[src/rtl/rsgw_pkg.sv]
// Constants and types shared by the radio slave gateway core and its serial transmitter.
// Assumes a 125 MHz system clock and a 16-bit plain register port.
package rsgw_pkg;
   // Clock and the 10 ms configuration unit.
   localparam int CLK_PERIOD_NS = 8;
   localparam int UNIT_10MS_NS  = 10_000_000;
   localparam int TICK_CYCLES   = UNIT_10MS_NS / CLK_PERIOD_NS;
   localparam int PRE_W         = 21;

   // Register indices on the plain port.
   localparam logic [3:0] A_DROP  = 4'h0;
   localparam logic [3:0] A_NETID = 4'h1;
   localparam logic [3:0] A_CTS   = 4'h2;
   localparam logic [3:0] A_TMO   = 4'h3;
   localparam logic [3:0] A_OPTS  = 4'h4;
   localparam logic [3:0] A_REDIR = 4'h5;
   localparam logic [3:0] A_DIV1  = 4'h6;
   localparam logic [3:0] A_STAT  = 4'h7;

   // Option bits.
   localparam int OPT_P1_PAR = 0;
   localparam int OPT_P2_PAR = 1;
   localparam int OPT_RMW    = 8;
   localparam int OPT_PROBE  = 9;
   localparam int OPT_REDIR  = 10;

   // Reset values.
   localparam logic [7:0]  DEF_DROP  = 8'h01;
   localparam logic [7:0]  DEF_NETID = 8'h00;
   localparam logic [15:0] DEF_CTS   = 16'h000a;
   localparam logic [15:0] DEF_TMO   = 16'h03e8;
   localparam logic [15:0] DEF_OPTS  = 16'h0003;
   localparam logic [15:0] DEF_REDIR = 16'h0001;
   localparam logic [15:0] DEF_DIV1  = 16'h32dc;

   // Downstream function codes and the online probe register.
   localparam logic [7:0]  FN_RD     = 8'h03;
   localparam logic [7:0]  FN_WR     = 8'h06;
   localparam logic [7:0]  FN_ID     = 8'h11;
   localparam logic [15:0] PROBE_REG = 16'h1ffc;
   localparam logic [7:0]  ONE_REG   = 8'h01;

   // Character framing: 8 data bits, one stop bit.
   localparam logic [3:0] BITS_PAR   = 4'ha;
   localparam logic [3:0] BITS_NOPAR = 4'h9;

   typedef enum logic [1:0] {K_RD, K_WR, K_MWR} rsgw_kind_t;
endpackage

[src/rtl/rsgw_ser_if.sv]
// Carrier between the gateway core and its radio-side character transmitter.
// Assumes both ends run on the same clock.
`timescale 1ns/1ps
interface rsgw_ser_if;
   logic        start;
   logic [7:0]  data;
   logic        par_en;
   logic [15:0] div;
   logic        busy;
   logic        txd;
   modport ctl (output start, data, par_en, div, input busy, txd);
   modport tx  (input start, data, par_en, div, output busy, txd);
endinterface

[src/rtl/rsgw_tx.sv]
// Serial character transmitter: start bit, 8 data bits, optional even parity, one stop bit.
// Assumes start is a one-cycle pulse given only while busy is low.
`timescale 1ns/1ps
module rsgw_tx
   import rsgw_pkg::*;
(
   input wire logic clk_sys,
   input wire logic rst,
   input wire logic ce,
   rsgw_ser_if.tx   ser
);
   typedef struct packed {
      logic        busy;
      logic        txd;
      logic [9:0]  sh;
      logic [3:0]  left;
      logic [15:0] cnt;
   } rsgw_tx_st_t;

   rsgw_tx_st_t q;
   rsgw_tx_st_t next_q;

   // Frame shape never depends on settings beyond the parity choice.
   always_comb begin
      next_q = q;
      if (!q.busy) begin
         if (ser.start) begin
            next_q.busy = 1'b1;
            next_q.txd  = 1'b0;
            next_q.cnt  = 16'h0000;
            if (ser.par_en) begin
               next_q.sh   = {1'b1, ^ser.data, ser.data};
               next_q.left = BITS_PAR;
            end else begin
               next_q.sh   = {2'b11, ser.data};
               next_q.left = BITS_NOPAR;
            end
         end
      end else if (q.cnt >= ser.div - 16'h0001) begin
         next_q.cnt = 16'h0000;
         if (q.left == 4'h0) begin
            next_q.busy = 1'b0; // Stop bit has fully elapsed.
         end else begin
            next_q.txd  = q.sh[0];
            next_q.sh   = {1'b1, q.sh[9:1]};
            next_q.left = q.left - 4'h1;
         end
      end else begin
         next_q.cnt = q.cnt + 16'h0001;
      end
   end

   // State register; the line idles high.
   always_ff @(posedge clk_sys or posedge rst) begin
      if (rst) begin
         q     <= '0;
         q.txd <= 1'b1;
         q.sh  <= '1;
      end else if (ce) begin
         q <= next_q;
      end
   end

   assign ser.busy = q.busy;
   assign ser.txd  = q.txd;
endmodule // rsgw_tx

[src/rtl/rsgw_core.sv]
// Radio slave to downstream master gateway core: settings, translation and push-to-talk.
// Assumes message parsing and downstream framing sit outside; inputs from pins are async.
`timescale 1ns/1ps
// Notes on behaviour
// - Wait at least CTS delay, 10 ms units
// - Raise RTS, start delay, then sample CTS
// - Abandon request after reply timeout, 10 ms units
// - Own station number is the slave address
// - Probe on, redirect off: read 8188 becomes ID
// - Probe off: read 8188 stays plain read
// - Probe and redirect: read redirect register instead
// - Masked write option: read, merge, write back
// - Settings writable only in configuration mode
// - Commit settings on return to run
// - Characters are 8 data, 1 stop
// - Parity per port: even or none
// - Late downstream replies are dropped
module rsgw_core
   import rsgw_pkg::*;
#(
   parameter int TICK_CYC = TICK_CYCLES
)(
   input  wire logic             clk_sys,
   input  wire logic             rst,
   input  wire logic             ce,
   input  wire logic [3:0]       reg_addr,
   input  wire logic [15:0]      reg_wdata,
   input  wire logic             reg_wr,
   input  wire logic             reg_rd,
   output logic      [15:0]      reg_rdata,
   input  wire logic             cfg_switch,
   input  wire logic             cts,
   output logic                  rts,
   output logic                  radio_txd,
   input  wire logic             msg_valid,
   input  wire logic [7:0]       msg_station,
   input  wire rsgw_pkg::rsgw_kind_t msg_kind,
   input  wire logic [15:0]      msg_reg,
   input  wire logic [7:0]       msg_cnt,
   input  wire logic [15:0]      msg_data,
   input  wire logic [15:0]      msg_mask,
   output logic                  msg_ready,
   output logic                  mb_req,
   output logic      [7:0]       mb_func,
   output logic      [15:0]      mb_reg,
   output logic      [15:0]      mb_data,
   output logic      [7:0]       mb_slave,
   output logic                  mb_parity_even,
   input  wire logic             mb_rsp_valid,
   input  wire logic [15:0]      mb_rsp_data,
   output logic                  nv_commit,
   output logic      [7:0]       net_id
);
   typedef enum {S_IDLE, S_WAIT, S_CTS, S_GAP, S_DRAIN} rsgw_state_t;

   typedef struct packed {
      rsgw_state_t state;
      logic        cts_s1, cts_s2, cfg_s1, cfg_s2, cfg_d;
      logic [7:0]  drop, netid, tmo_cnt;
      logic [15:0] cts_units, tmo_units, opts, redir, div1;
      logic [PRE_W-1:0] pre;
      logic        tick;
      logic [15:0] tmr, mask, wdat, rsp, rdata;
      logic        rmw, byte_lo, rts, msg_ready, mb_req, nv_commit, tx_start, hit;
      logic [7:0]  mb_func, tx_data;
      logic [15:0] mb_reg, mb_data;
   } rsgw_st_t;

   rsgw_st_t   q;
   rsgw_st_t   next_q;
   rsgw_ser_if ser ();

   localparam logic [PRE_W-1:0] PRE_LAST = PRE_W'(TICK_CYC - 1);

   // Next-state logic for settings, translation and the push-to-talk sequence.
   always_comb begin
      next_q = q;
      next_q.nv_commit = 1'b0;
      next_q.mb_req    = 1'b0;
      next_q.tx_start  = 1'b0;
      next_q.tick      = 1'b0;
      // Pin synchronisers; only the second stage is used by logic.
      next_q.cts_s1 = cts;
      next_q.cts_s2 = q.cts_s1;
      next_q.cfg_s1 = cfg_switch;
      next_q.cfg_s2 = q.cfg_s1;
      next_q.cfg_d  = q.cfg_s2;
      // Leaving configuration mode asks the store to keep the settings.
      next_q.nv_commit = q.cfg_d & ~q.cfg_s2;

      // Free 10 ms prescaler; restarted when a timed wait begins so units are whole.
      if (q.pre >= PRE_LAST) begin
         next_q.pre  = '0;
         next_q.tick = 1'b1;
      end else begin
         next_q.pre = q.pre + 1'b1;
      end

      // Register read: data appear in the next cycle; unmapped reads give zero.
      if (reg_rd) begin
         if (reg_addr == A_DROP) begin
            next_q.rdata = {8'h00, q.drop};
         end else if (reg_addr == A_NETID) begin
            next_q.rdata = {8'h00, q.netid};
         end else if (reg_addr == A_CTS) begin
            next_q.rdata = q.cts_units;
         end else if (reg_addr == A_TMO) begin
            next_q.rdata = q.tmo_units;
         end else if (reg_addr == A_OPTS) begin
            next_q.rdata = q.opts;
         end else if (reg_addr == A_REDIR) begin
            next_q.rdata = q.redir;
         end else if (reg_addr == A_DIV1) begin
            next_q.rdata = q.div1;
         end else if (reg_addr == A_STAT) begin
            next_q.rdata = {5'h00, q.cfg_s2, q.state != S_IDLE, q.rts, q.tmo_cnt};
         end else begin
            next_q.rdata = 16'h0000;
         end
      end

      // Settings change only in configuration mode, so a running link never sees them move.
      if (reg_wr && q.cfg_s2) begin
         if (reg_addr == A_DROP) begin
            next_q.drop = reg_wdata[7:0];
         end else if (reg_addr == A_NETID) begin
            next_q.netid = reg_wdata[7:0];
         end else if (reg_addr == A_CTS) begin
            next_q.cts_units = reg_wdata;
         end else if (reg_addr == A_TMO) begin
            next_q.tmo_units = reg_wdata;
         end else if (reg_addr == A_OPTS) begin
            next_q.opts = reg_wdata;
         end else if (reg_addr == A_REDIR) begin
            next_q.redir = reg_wdata;
         end else if (reg_addr == A_DIV1) begin
            next_q.div1 = reg_wdata;
         end
      end

      // Translation and reply sequence.
      case (q.state)
         S_IDLE: begin
            // Only messages for our own station start a translation.
            if (msg_valid && !q.cfg_s2 && msg_station == q.drop) begin
               next_q.hit    = (msg_kind == K_RD) && (msg_reg == PROBE_REG)
                               && (msg_cnt == ONE_REG);
               next_q.mb_req = 1'b1;
               next_q.mb_reg = msg_reg;
               next_q.mb_data = msg_data;
               next_q.wdat   = msg_data;
               next_q.mask   = msg_mask;
               next_q.rmw    = 1'b0;
               next_q.tmr    = 16'h0000;
               next_q.pre    = '0;
               next_q.tick   = 1'b0; // A wrap in this cycle must not count as a whole unit.
               next_q.state  = S_WAIT;
               if (msg_kind == K_RD) begin
                  next_q.mb_func = FN_RD;
                  if (next_q.hit && q.opts[OPT_PROBE]) begin
                     if (q.opts[OPT_REDIR]) begin
                        next_q.mb_reg = q.redir;
                     end else begin
                        next_q.mb_func = FN_ID;
                     end
                  end
               end else if (msg_kind == K_MWR && q.opts[OPT_RMW]) begin
                  next_q.mb_func = FN_RD;
                  next_q.rmw     = 1'b1;
               end else begin
                  next_q.mb_func = FN_WR;
               end
            end
         end
         S_WAIT: begin
            if (mb_rsp_valid) begin
               next_q.rsp = mb_rsp_data;
               next_q.tmr = 16'h0000;
               next_q.pre = '0;
               next_q.tick = 1'b0; // Keeps the CTS delay from starting one unit short.
               if (q.rmw) begin
                  // Merge the old word under the mask, then write it back.
                  next_q.rmw     = 1'b0;
                  next_q.mb_req  = 1'b1;
                  next_q.mb_func = FN_WR;
                  next_q.mb_data = (mb_rsp_data & ~q.mask) | (q.wdat & q.mask);
               end else begin
                  next_q.rts   = 1'b1;
                  next_q.state = S_CTS;
               end
            end else if (q.tmr >= q.tmo_units) begin
               next_q.state   = S_IDLE; // Idle ignores replies.
               next_q.tmo_cnt = q.tmo_cnt + 8'h01;
            end else if (q.tick) begin
               next_q.tmr = q.tmr + 16'h0001;
            end
         end
         S_CTS: begin
            // CTS is looked at only once the delay has run out.
            if (q.tmr >= q.cts_units && q.cts_s2) begin
               next_q.tx_data  = q.rsp[15:8];
               next_q.tx_start = 1'b1;
               next_q.byte_lo  = 1'b0;
               next_q.state    = S_GAP;
            end else if (q.tick && q.tmr < q.cts_units) begin
               next_q.tmr = q.tmr + 16'h0001;
            end
         end
         S_GAP: begin
            // One cycle for the transmitter to show busy.
            next_q.state = S_DRAIN;
         end
         S_DRAIN: begin
            if (!ser.busy) begin
               if (!q.byte_lo) begin
                  next_q.byte_lo  = 1'b1;
                  next_q.tx_data  = q.rsp[7:0];
                  next_q.tx_start = 1'b1;
                  next_q.state    = S_GAP;
               end else begin
                  next_q.rts   = 1'b0;
                  next_q.state = S_IDLE;
               end
            end
         end
         default: begin
            next_q.state = S_IDLE;
         end
      endcase
      next_q.msg_ready = (next_q.state == S_IDLE);
   end

   // State register with asynchronous reset to the default settings.
   always_ff @(posedge clk_sys or posedge rst) begin
      if (rst) begin
         q           <= '0;
         q.drop      <= DEF_DROP;
         q.netid     <= DEF_NETID;
         q.cts_units <= DEF_CTS;
         q.tmo_units <= DEF_TMO;
         q.opts      <= DEF_OPTS;
         q.redir     <= DEF_REDIR;
         q.div1      <= DEF_DIV1;
         q.msg_ready <= 1'b1;
      end else if (ce) begin
         q <= next_q;
      end
   end

   // Radio-side character transmitter.
   assign ser.start  = q.tx_start;
   assign ser.data   = q.tx_data;
   assign ser.par_en = q.opts[OPT_P1_PAR];
   assign ser.div    = q.div1;

   rsgw_tx u_tx (
      .clk_sys (clk_sys),
      .rst     (rst),
      .ce      (ce),
      .ser     (ser)
   );

   assign reg_rdata      = q.rdata;
   assign rts            = q.rts;
   assign radio_txd      = ser.txd;
   assign msg_ready      = q.msg_ready;
   assign mb_req         = q.mb_req;
   assign mb_func        = q.mb_func;
   assign mb_reg         = q.mb_reg;
   assign mb_data        = q.mb_data;
   assign mb_slave       = q.drop;
   assign mb_parity_even = q.opts[OPT_P2_PAR];
   assign nv_commit      = q.nv_commit;
   assign net_id         = q.netid;
endmodule // rsgw_core

[config.mk]
export PLATFORM = sky130hd
export DESIGN_NAME = rsgw_core
export DESIGN_NICKNAME = d
export VERILOG_FILES = /design/src/rtl/rsgw_pkg.sv /design/src/rtl/rsgw_ser_if.sv /design/src/rtl/rsgw_tx.sv /design/src/rtl/rsgw_core.sv
export SDC_FILE = /design/constraint.sdc
export NUM_CORES = 1
export LEC_CHECK = 0
export ABC_AREA = 1
export BUFFER_PORTS_ARGS = -buffer_cell sky130_fd_sc_hd__buf_2
export CAP_MARGIN = 15
export CORE_ASPECT_RATIO = 2
export CORE_UTILIZATION = 54
export DETAILED_ROUTE_END_ITERATION = 10
export GPL_TIMING_DRIVEN = 1
export PLACE_DENSITY_LB_ADDON = 0.2
export SLEW_MARGIN = 15
export SYNTH_ARGS = -nofsm -noshare
export SYNTH_HDL_FRONTEND = slang
export SYNTH_SLANG_ARGS = --single-unit
[constraint.sdc]
create_clock -name clk_sys -period 8.1 [get_ports clk_sys]
set_input_delay 0 -clock clk_sys [delete_from_list [all_inputs] [get_ports clk_sys]]
set_output_delay 0 -clock clk_sys [all_outputs]
set_load 0.05 [all_outputs]
* Yosys cells after proc, flatten, opt, wreduce, memory -nomap -nowiden
Cells that the tools add are included. Widths: inputs -> output; s select.
Storage, ports and cells: flip-flop bits (word level) 330, bits of input ports 111, logic and storage cells 204
Cells by class: add/subtract/negate cells 6, order comparisons 5, eq/ne operators 29, muxes and demuxes 73, bitwise logic cells 13, reduce and logical (&&, ||, !) cells 41
Operators with widths (count):
- $mux 16 | 20
- $mux 32 | 8
- $pmux 32 s5 | 1
- $mux 70 | 1
- $eq 32x2->1 const B | 2
- $logic_not 32->1 | 2
- $mux 8 | 7
- $ge 16x16->1 | 3
- $pmux 16 s3 | 1
- $pmux 22 s2 | 1
- $add 16x1->16 const B | 2
- $and 16x16->16 | 2
- $eq 32x1->1 const B | 1
- $eq 32x3->1 const B | 1
- $pmux 16 s2 | 1
- $pmux 8 s2 | 2
- $reduce_bool 32->1 | 1
- $ne 2x2->1 const B | 12
- $mux 22 | 1
- $add 21x1->21 const B | 1
- $ge 21x21->1 const B | 1
- $mux 21 | 1
- $reduce_and 4->1 | 5
- $eq 16x13->1 const B | 1
- other kinds (37) | 89

* Longest topological paths before layout
word-level depth 9, depth in mapped cells 22, gate-level depth less buffers 21

* By module
Synthesis repeated with hierarchy kept, for this count alone.
Second synthesis, totals: cell total of the unflattened synthesis 2359, area total of the unflattened synthesis 18509.0 µm²
By module, submodules not included:
- rsgw_core | instances 1, cells an instance 1990, area an instance 15924.0 µm², sequential area each 7383.3 µm²
- rsgw_tx | instances 1, cells an instance 369, area an instance 2585.0 µm², sequential area each 814.5 µm²

* Worst setup path after synthesis
No wires, ideal clock.
path type register -> register, from register q, in the netlist ser.div[0], to register u_tx.q[11] in the netlist's numbering, library setup time 0.140 ns, arrival time 2.960 ns, slack 4.999 ns, cell stages (with the launch flop) 19, path buffers 1, cell sequence dfrtp_1 inv_1 ha_1 nand2_1 nor3_1 nand3_1 nor2_1 nand3_1 nor4_1 xor2_1 ha_1 nand4_1 nor3_1 nand3_1 nand3_1 inv_1 nand3_1 clkbuf_1 o22ai_1
Between the ends: word-level cells in the longest chain between the ends 4
RTL lines:
- start: declaration | RTL line rsgw_core.sv:69 | rsgw_st_t q;
- start signal: assignment | RTL line rsgw_core.sv:246 | q <= next_q;
- $sub 16x1->16 | RTL line rsgw_tx.sv:39 | end else if (q.cnt >= ser.div - 16'h0001) begin
- $ge 16x16->1 | RTL line rsgw_tx.sv:39
- $mux 16 | RTL line rsgw_tx.sv:39
- $mux 32 | RTL line rsgw_tx.sv:26 | if (!q.busy) begin
- end signal: assignment | RTL line rsgw_tx.sv:60 | q <= next_q;
- end: declaration | RTL line rsgw_tx.sv:20 | rsgw_tx_st_t q;
No other way between the ends. A chain may end at the register's enable or synchronous reset.

* Final worst setup path
from register q, in the netlist ser.div[0], to register u_tx.q[18] in the netlist's numbering
Between the ends: word-level cells in the longest chain between the ends 4
RTL lines (RTL line):
- $sub 16x1->16 | rsgw_tx.sv:39
- $ge 16x16->1 | rsgw_tx.sv:39
- $ne 2x2->1 (no line)
- $reduce_and 4->1 (no line)
No other way between the ends.

==> results.md <==
- Ys async rst share: 1.00
- Final Hold Viols: 0
- P_leak: 10.0 nW
- Area Growth Syn to Fin: 14.8%
- Top reg by flops: q
- Die area: 33600 µm²
- Detailed Routing Iterations Pass 1: 6
- Die Width: 130 µm
- Synth Register Bits: 326
- Gr usage total: 0.316
- Top FF cell, synth: dfrtp_1
- CTS tree: built
- Hpwl dp: 37900 µm
- Worst-Skew Late Latency: 590 ps
- Syn Inst Count: 2287
- Root Driver: clkbuf_16
- DR DRC count: 0
- Via-per-instance ratio: 5.43
- # Post-CTS Setup Buffers: 0
- Worst stage delay on the critical path: 460 ps
- Vias: 15900
- Initial antenna violation count: 0
- Startpoint types: register
- Inst Count DP: 2770
- Area of the mapped netlist: 17800 µm²
- Slew margin rel.: 0.315
- Max FO, Critical Path: 17
- Core region area: 32200 µm²
- Yosys cell types: 45
- Num CTS Buffers: 30
- Avg Cell Area, Syn: 7.76 µm²
- Largest registers: q (193), u_tx.q (30)
- Worst-Margin Slew: 1030 ps
- Worst min-delay path category: in -> reg
- Max_cap viols: 0
- Crit path max-delay family: simple AND/OR/NAND/NOR gates
- Setup Skew: 26.3 ps
- Final worst path period share: 0.492
- Setup violators final: 0
- Clock Path Buffers: 3
- Starting Density: 0.551
- Nets: 2633
- Pwr dens: 232 nW/µm²
- RSZ-0062 raised after global routing: false
- Most common library cell in the layout ignoring fill and taps: nand2_1
- Share of cells above drive strength 1: 0.130
- Critical path's slowest cell: inv_1
- Number of flip-flops in the largest register: 193
- Max Fclk: 0.251 GHz
- CTS H-tree depth: 1
- Critical path type: reg -> reg
- Data required, critical path: 8620 ps
- Port Buf Inserts: 184
- Slew Viols, Final: 0
- Detailed Route WL: 51500 µm
- CP bufs+invs: 2
- CTS hold repair buffers: 93
- Most frequent cells in the layout: nand2_1 (649), dfrtp_1 (294), o21ai_0 (267)
- Number of global-route vias before repair: 15800
- Final TNS setup: 0 ps
- Maximum vdd ir drop: 0.000299 V
- Gr ovfl total: 0
- Post-synth EDFFs: 0
- First-pass GRT wire length: 81900 µm
- Iter 0 DRT Violations: 925
- Clock sink count: 326
- Worst-path clk slew: 70 ps
- CP Cell Sequence: inv_1, ha_1, nand2_1, nor3_1, nand3_1, nor2_1, nand3_1, nor4_1, xor2_1, ha_1, nand4_1, nor3_1, nand3_1, nand3_1, nand2_1, nand2_1, nand2_1, inv_1, nand3_1, nand2_1
- Routability cong.: 1.01
- Row count: 93
- Final worst path period need: 3990 ps
- Final Cell Area: 20400 µm²
- Final antenna-violating net count: 0
- Post_cts resized: 0
- Die Span Y: 258 µm
- Routed len/inst: 17.6 µm
- Cell Area, Placed: 18500 µm²
- YS warnings: 0
- Status: completed
- I/O pin total: 189
- Largest net degree at the start of global routing: 138
- Element type at the critical path end: register
- Non-filler cells, final: 2920
- Register area share after synthesis: 0.462
- Crit path arrival time: 4510 ps
- Reg2Reg Setup Slack: 4110 ps
==> path summary, 6_finish.rpt <==
kind	startpoint	to	cells after the start
max in group asynchronous	rst	q[139]$_DFFE_PP0P_	5
setup reg to reg	ser.div[0]$_DFFE_PP0P_	u_tx.q[18]$_DFFE_PP0P_	20
hold reg to reg	u_tx.q[23]$_DFFE_PP1P_	u_tx.q[23]$_DFFE_PP1P_	2
setup / recovery	ser.div[0]$_DFFE_PP0P_	u_tx.q[18]$_DFFE_PP0P_	20
min in group asynchronous	rst	mb_reg[1]$_DFFE_PP0P_	4
hold / removal	msg_valid	mb_reg[11]$_DFFE_PP0P_	5
==> layer usage <==
metal | GRT usage | up-vias | share of wire
met4 | 0.227 | 0 | 0.077
met1 | 0.342 | 7503 | 0.36
met5 | 0 | - | 0
li1 | - | 7655 | -
met3 | 0.0462 | 175 | 0.047
met2 | 0.552 | 518 | 0.51
==> per-stage QoR <==
| step | power [mW] | hold slack (ps) | util | worst slack, ps |
|---|---|---|---|---|
| 6_report | 4.72 | 22.7 | 0.632 | 4110 |
| 4_1_cts | 4.75 | 13.8 | 0.632 | 4150 |
| 3_5_place_dp | 3.30 | 196 | 0.573 | 4210 |
| 2_1_floorplan | 3.03 | 110 | - | 3780 |
| 3_3_place_gp | 3.27 | 195 | 0.573 | 4330 |
| 5_1_grt | 4.97 | 35.6 | 0.632 | 3650 |
==> worst reg2reg max path, cell delays in order (launching register included) <==
cell     delay [ps]
dfrtp_1         370
inv_1           120
ha_1            220
nand2_1         100
nor3_1          270
nand3_1         190
nor2_1          160
nand3_1         130
nor4_1          250
xor2_1          120
ha_1            310
nand4_1         120
nor3_1          200
nand3_1         100
nand3_1         140
nand2_1          60
nand2_1          50
nand2_1         330
inv_1           460
nand3_1         120
nand2_1          80
==> Yosys cell counts (2+ instances only) <==
master / count / share of area
a21oi_1: 64 / 0.018
and2_1: 2 / 0.00070
buf_1: 6 / 0.0013
buf_2: 16 / 0.0045
buf_4: 74 / 0.031
buf_6: 2 / 0.0013
clkbuf_1: 45 / 0.0095
clkinv_1: 2 / 0.00042
dfrtp_1: 294 / 0.41
dfstp_2: 32 / 0.047
ha_1: 54 / 0.038
inv_1: 247 / 0.052
inv_2: 9 / 0.0019
mux2i_1: 2 / 0.0011
nand2_1: 649 / 0.14
nand2_2: 4 / 0.0014
nand2_4: 2 / 0.0013
nand3_1: 108 / 0.030
nand3_2: 2 / 0.0011
nand3b_1: 3 / 0.0013
nand4_1: 37 / 0.013
nor2_1: 163 / 0.034
nor2_2: 8 / 0.0028
nor2_4: 5 / 0.0032
nor3_1: 26 / 0.0073
nor4_1: 4 / 0.0014
o2111ai_1: 10 / 0.0049
o211ai_1: 5 / 0.0021
o21a_1: 9 / 0.0038
o21ai_0: 267 / 0.075
o21ai_1: 23 / 0.0065
o22ai_1: 30 / 0.011
or2_2: 12 / 0.0042
xnor2_1: 17 / 0.0084
xor2_1: 44 / 0.022
==> report_power, final <==
| part | total, mW | internal, mW | switching [mW] |
|---|---|---|---|
| Combinational | 1.26 | 0.397 | 0.862 |
| Clock | 1.40 | 0.747 | 0.652 |
| Sequential | 2.06 | 1.86 | 0.195 |
==> cell families (layout without fill, tap and decap cells) <==
group	Yosys count	after routing	synth area share
muxes	2	2	0.00113
xor gates and xnor gates	61	61	0.0301
buffers and inverters	401	603	0.102
DFF	326	326	0.462
AOI/OAI and AO/OA	414	414	0.124
other	1	5	0.000211
adders and majority gates	54	54	0.0381
and+or+nand+nor	1028	1028	0.242
==> layout make-up <==
cell class | count | area [µm²]
Clock buffer | 39 | 815
Inverter | 258 | 972
Timing Repair Buffer | 289 | 1950
Multi-Input combinational cell | 1563 | 7750
Tap cell | 427 | 534
Antenna cell | 1 | 2.50
Clock inverter | 17 | 141
Sequential cell | 326 | 8200
Fill cell | 2872 | 11900
(Power assumes the default switching activity.)
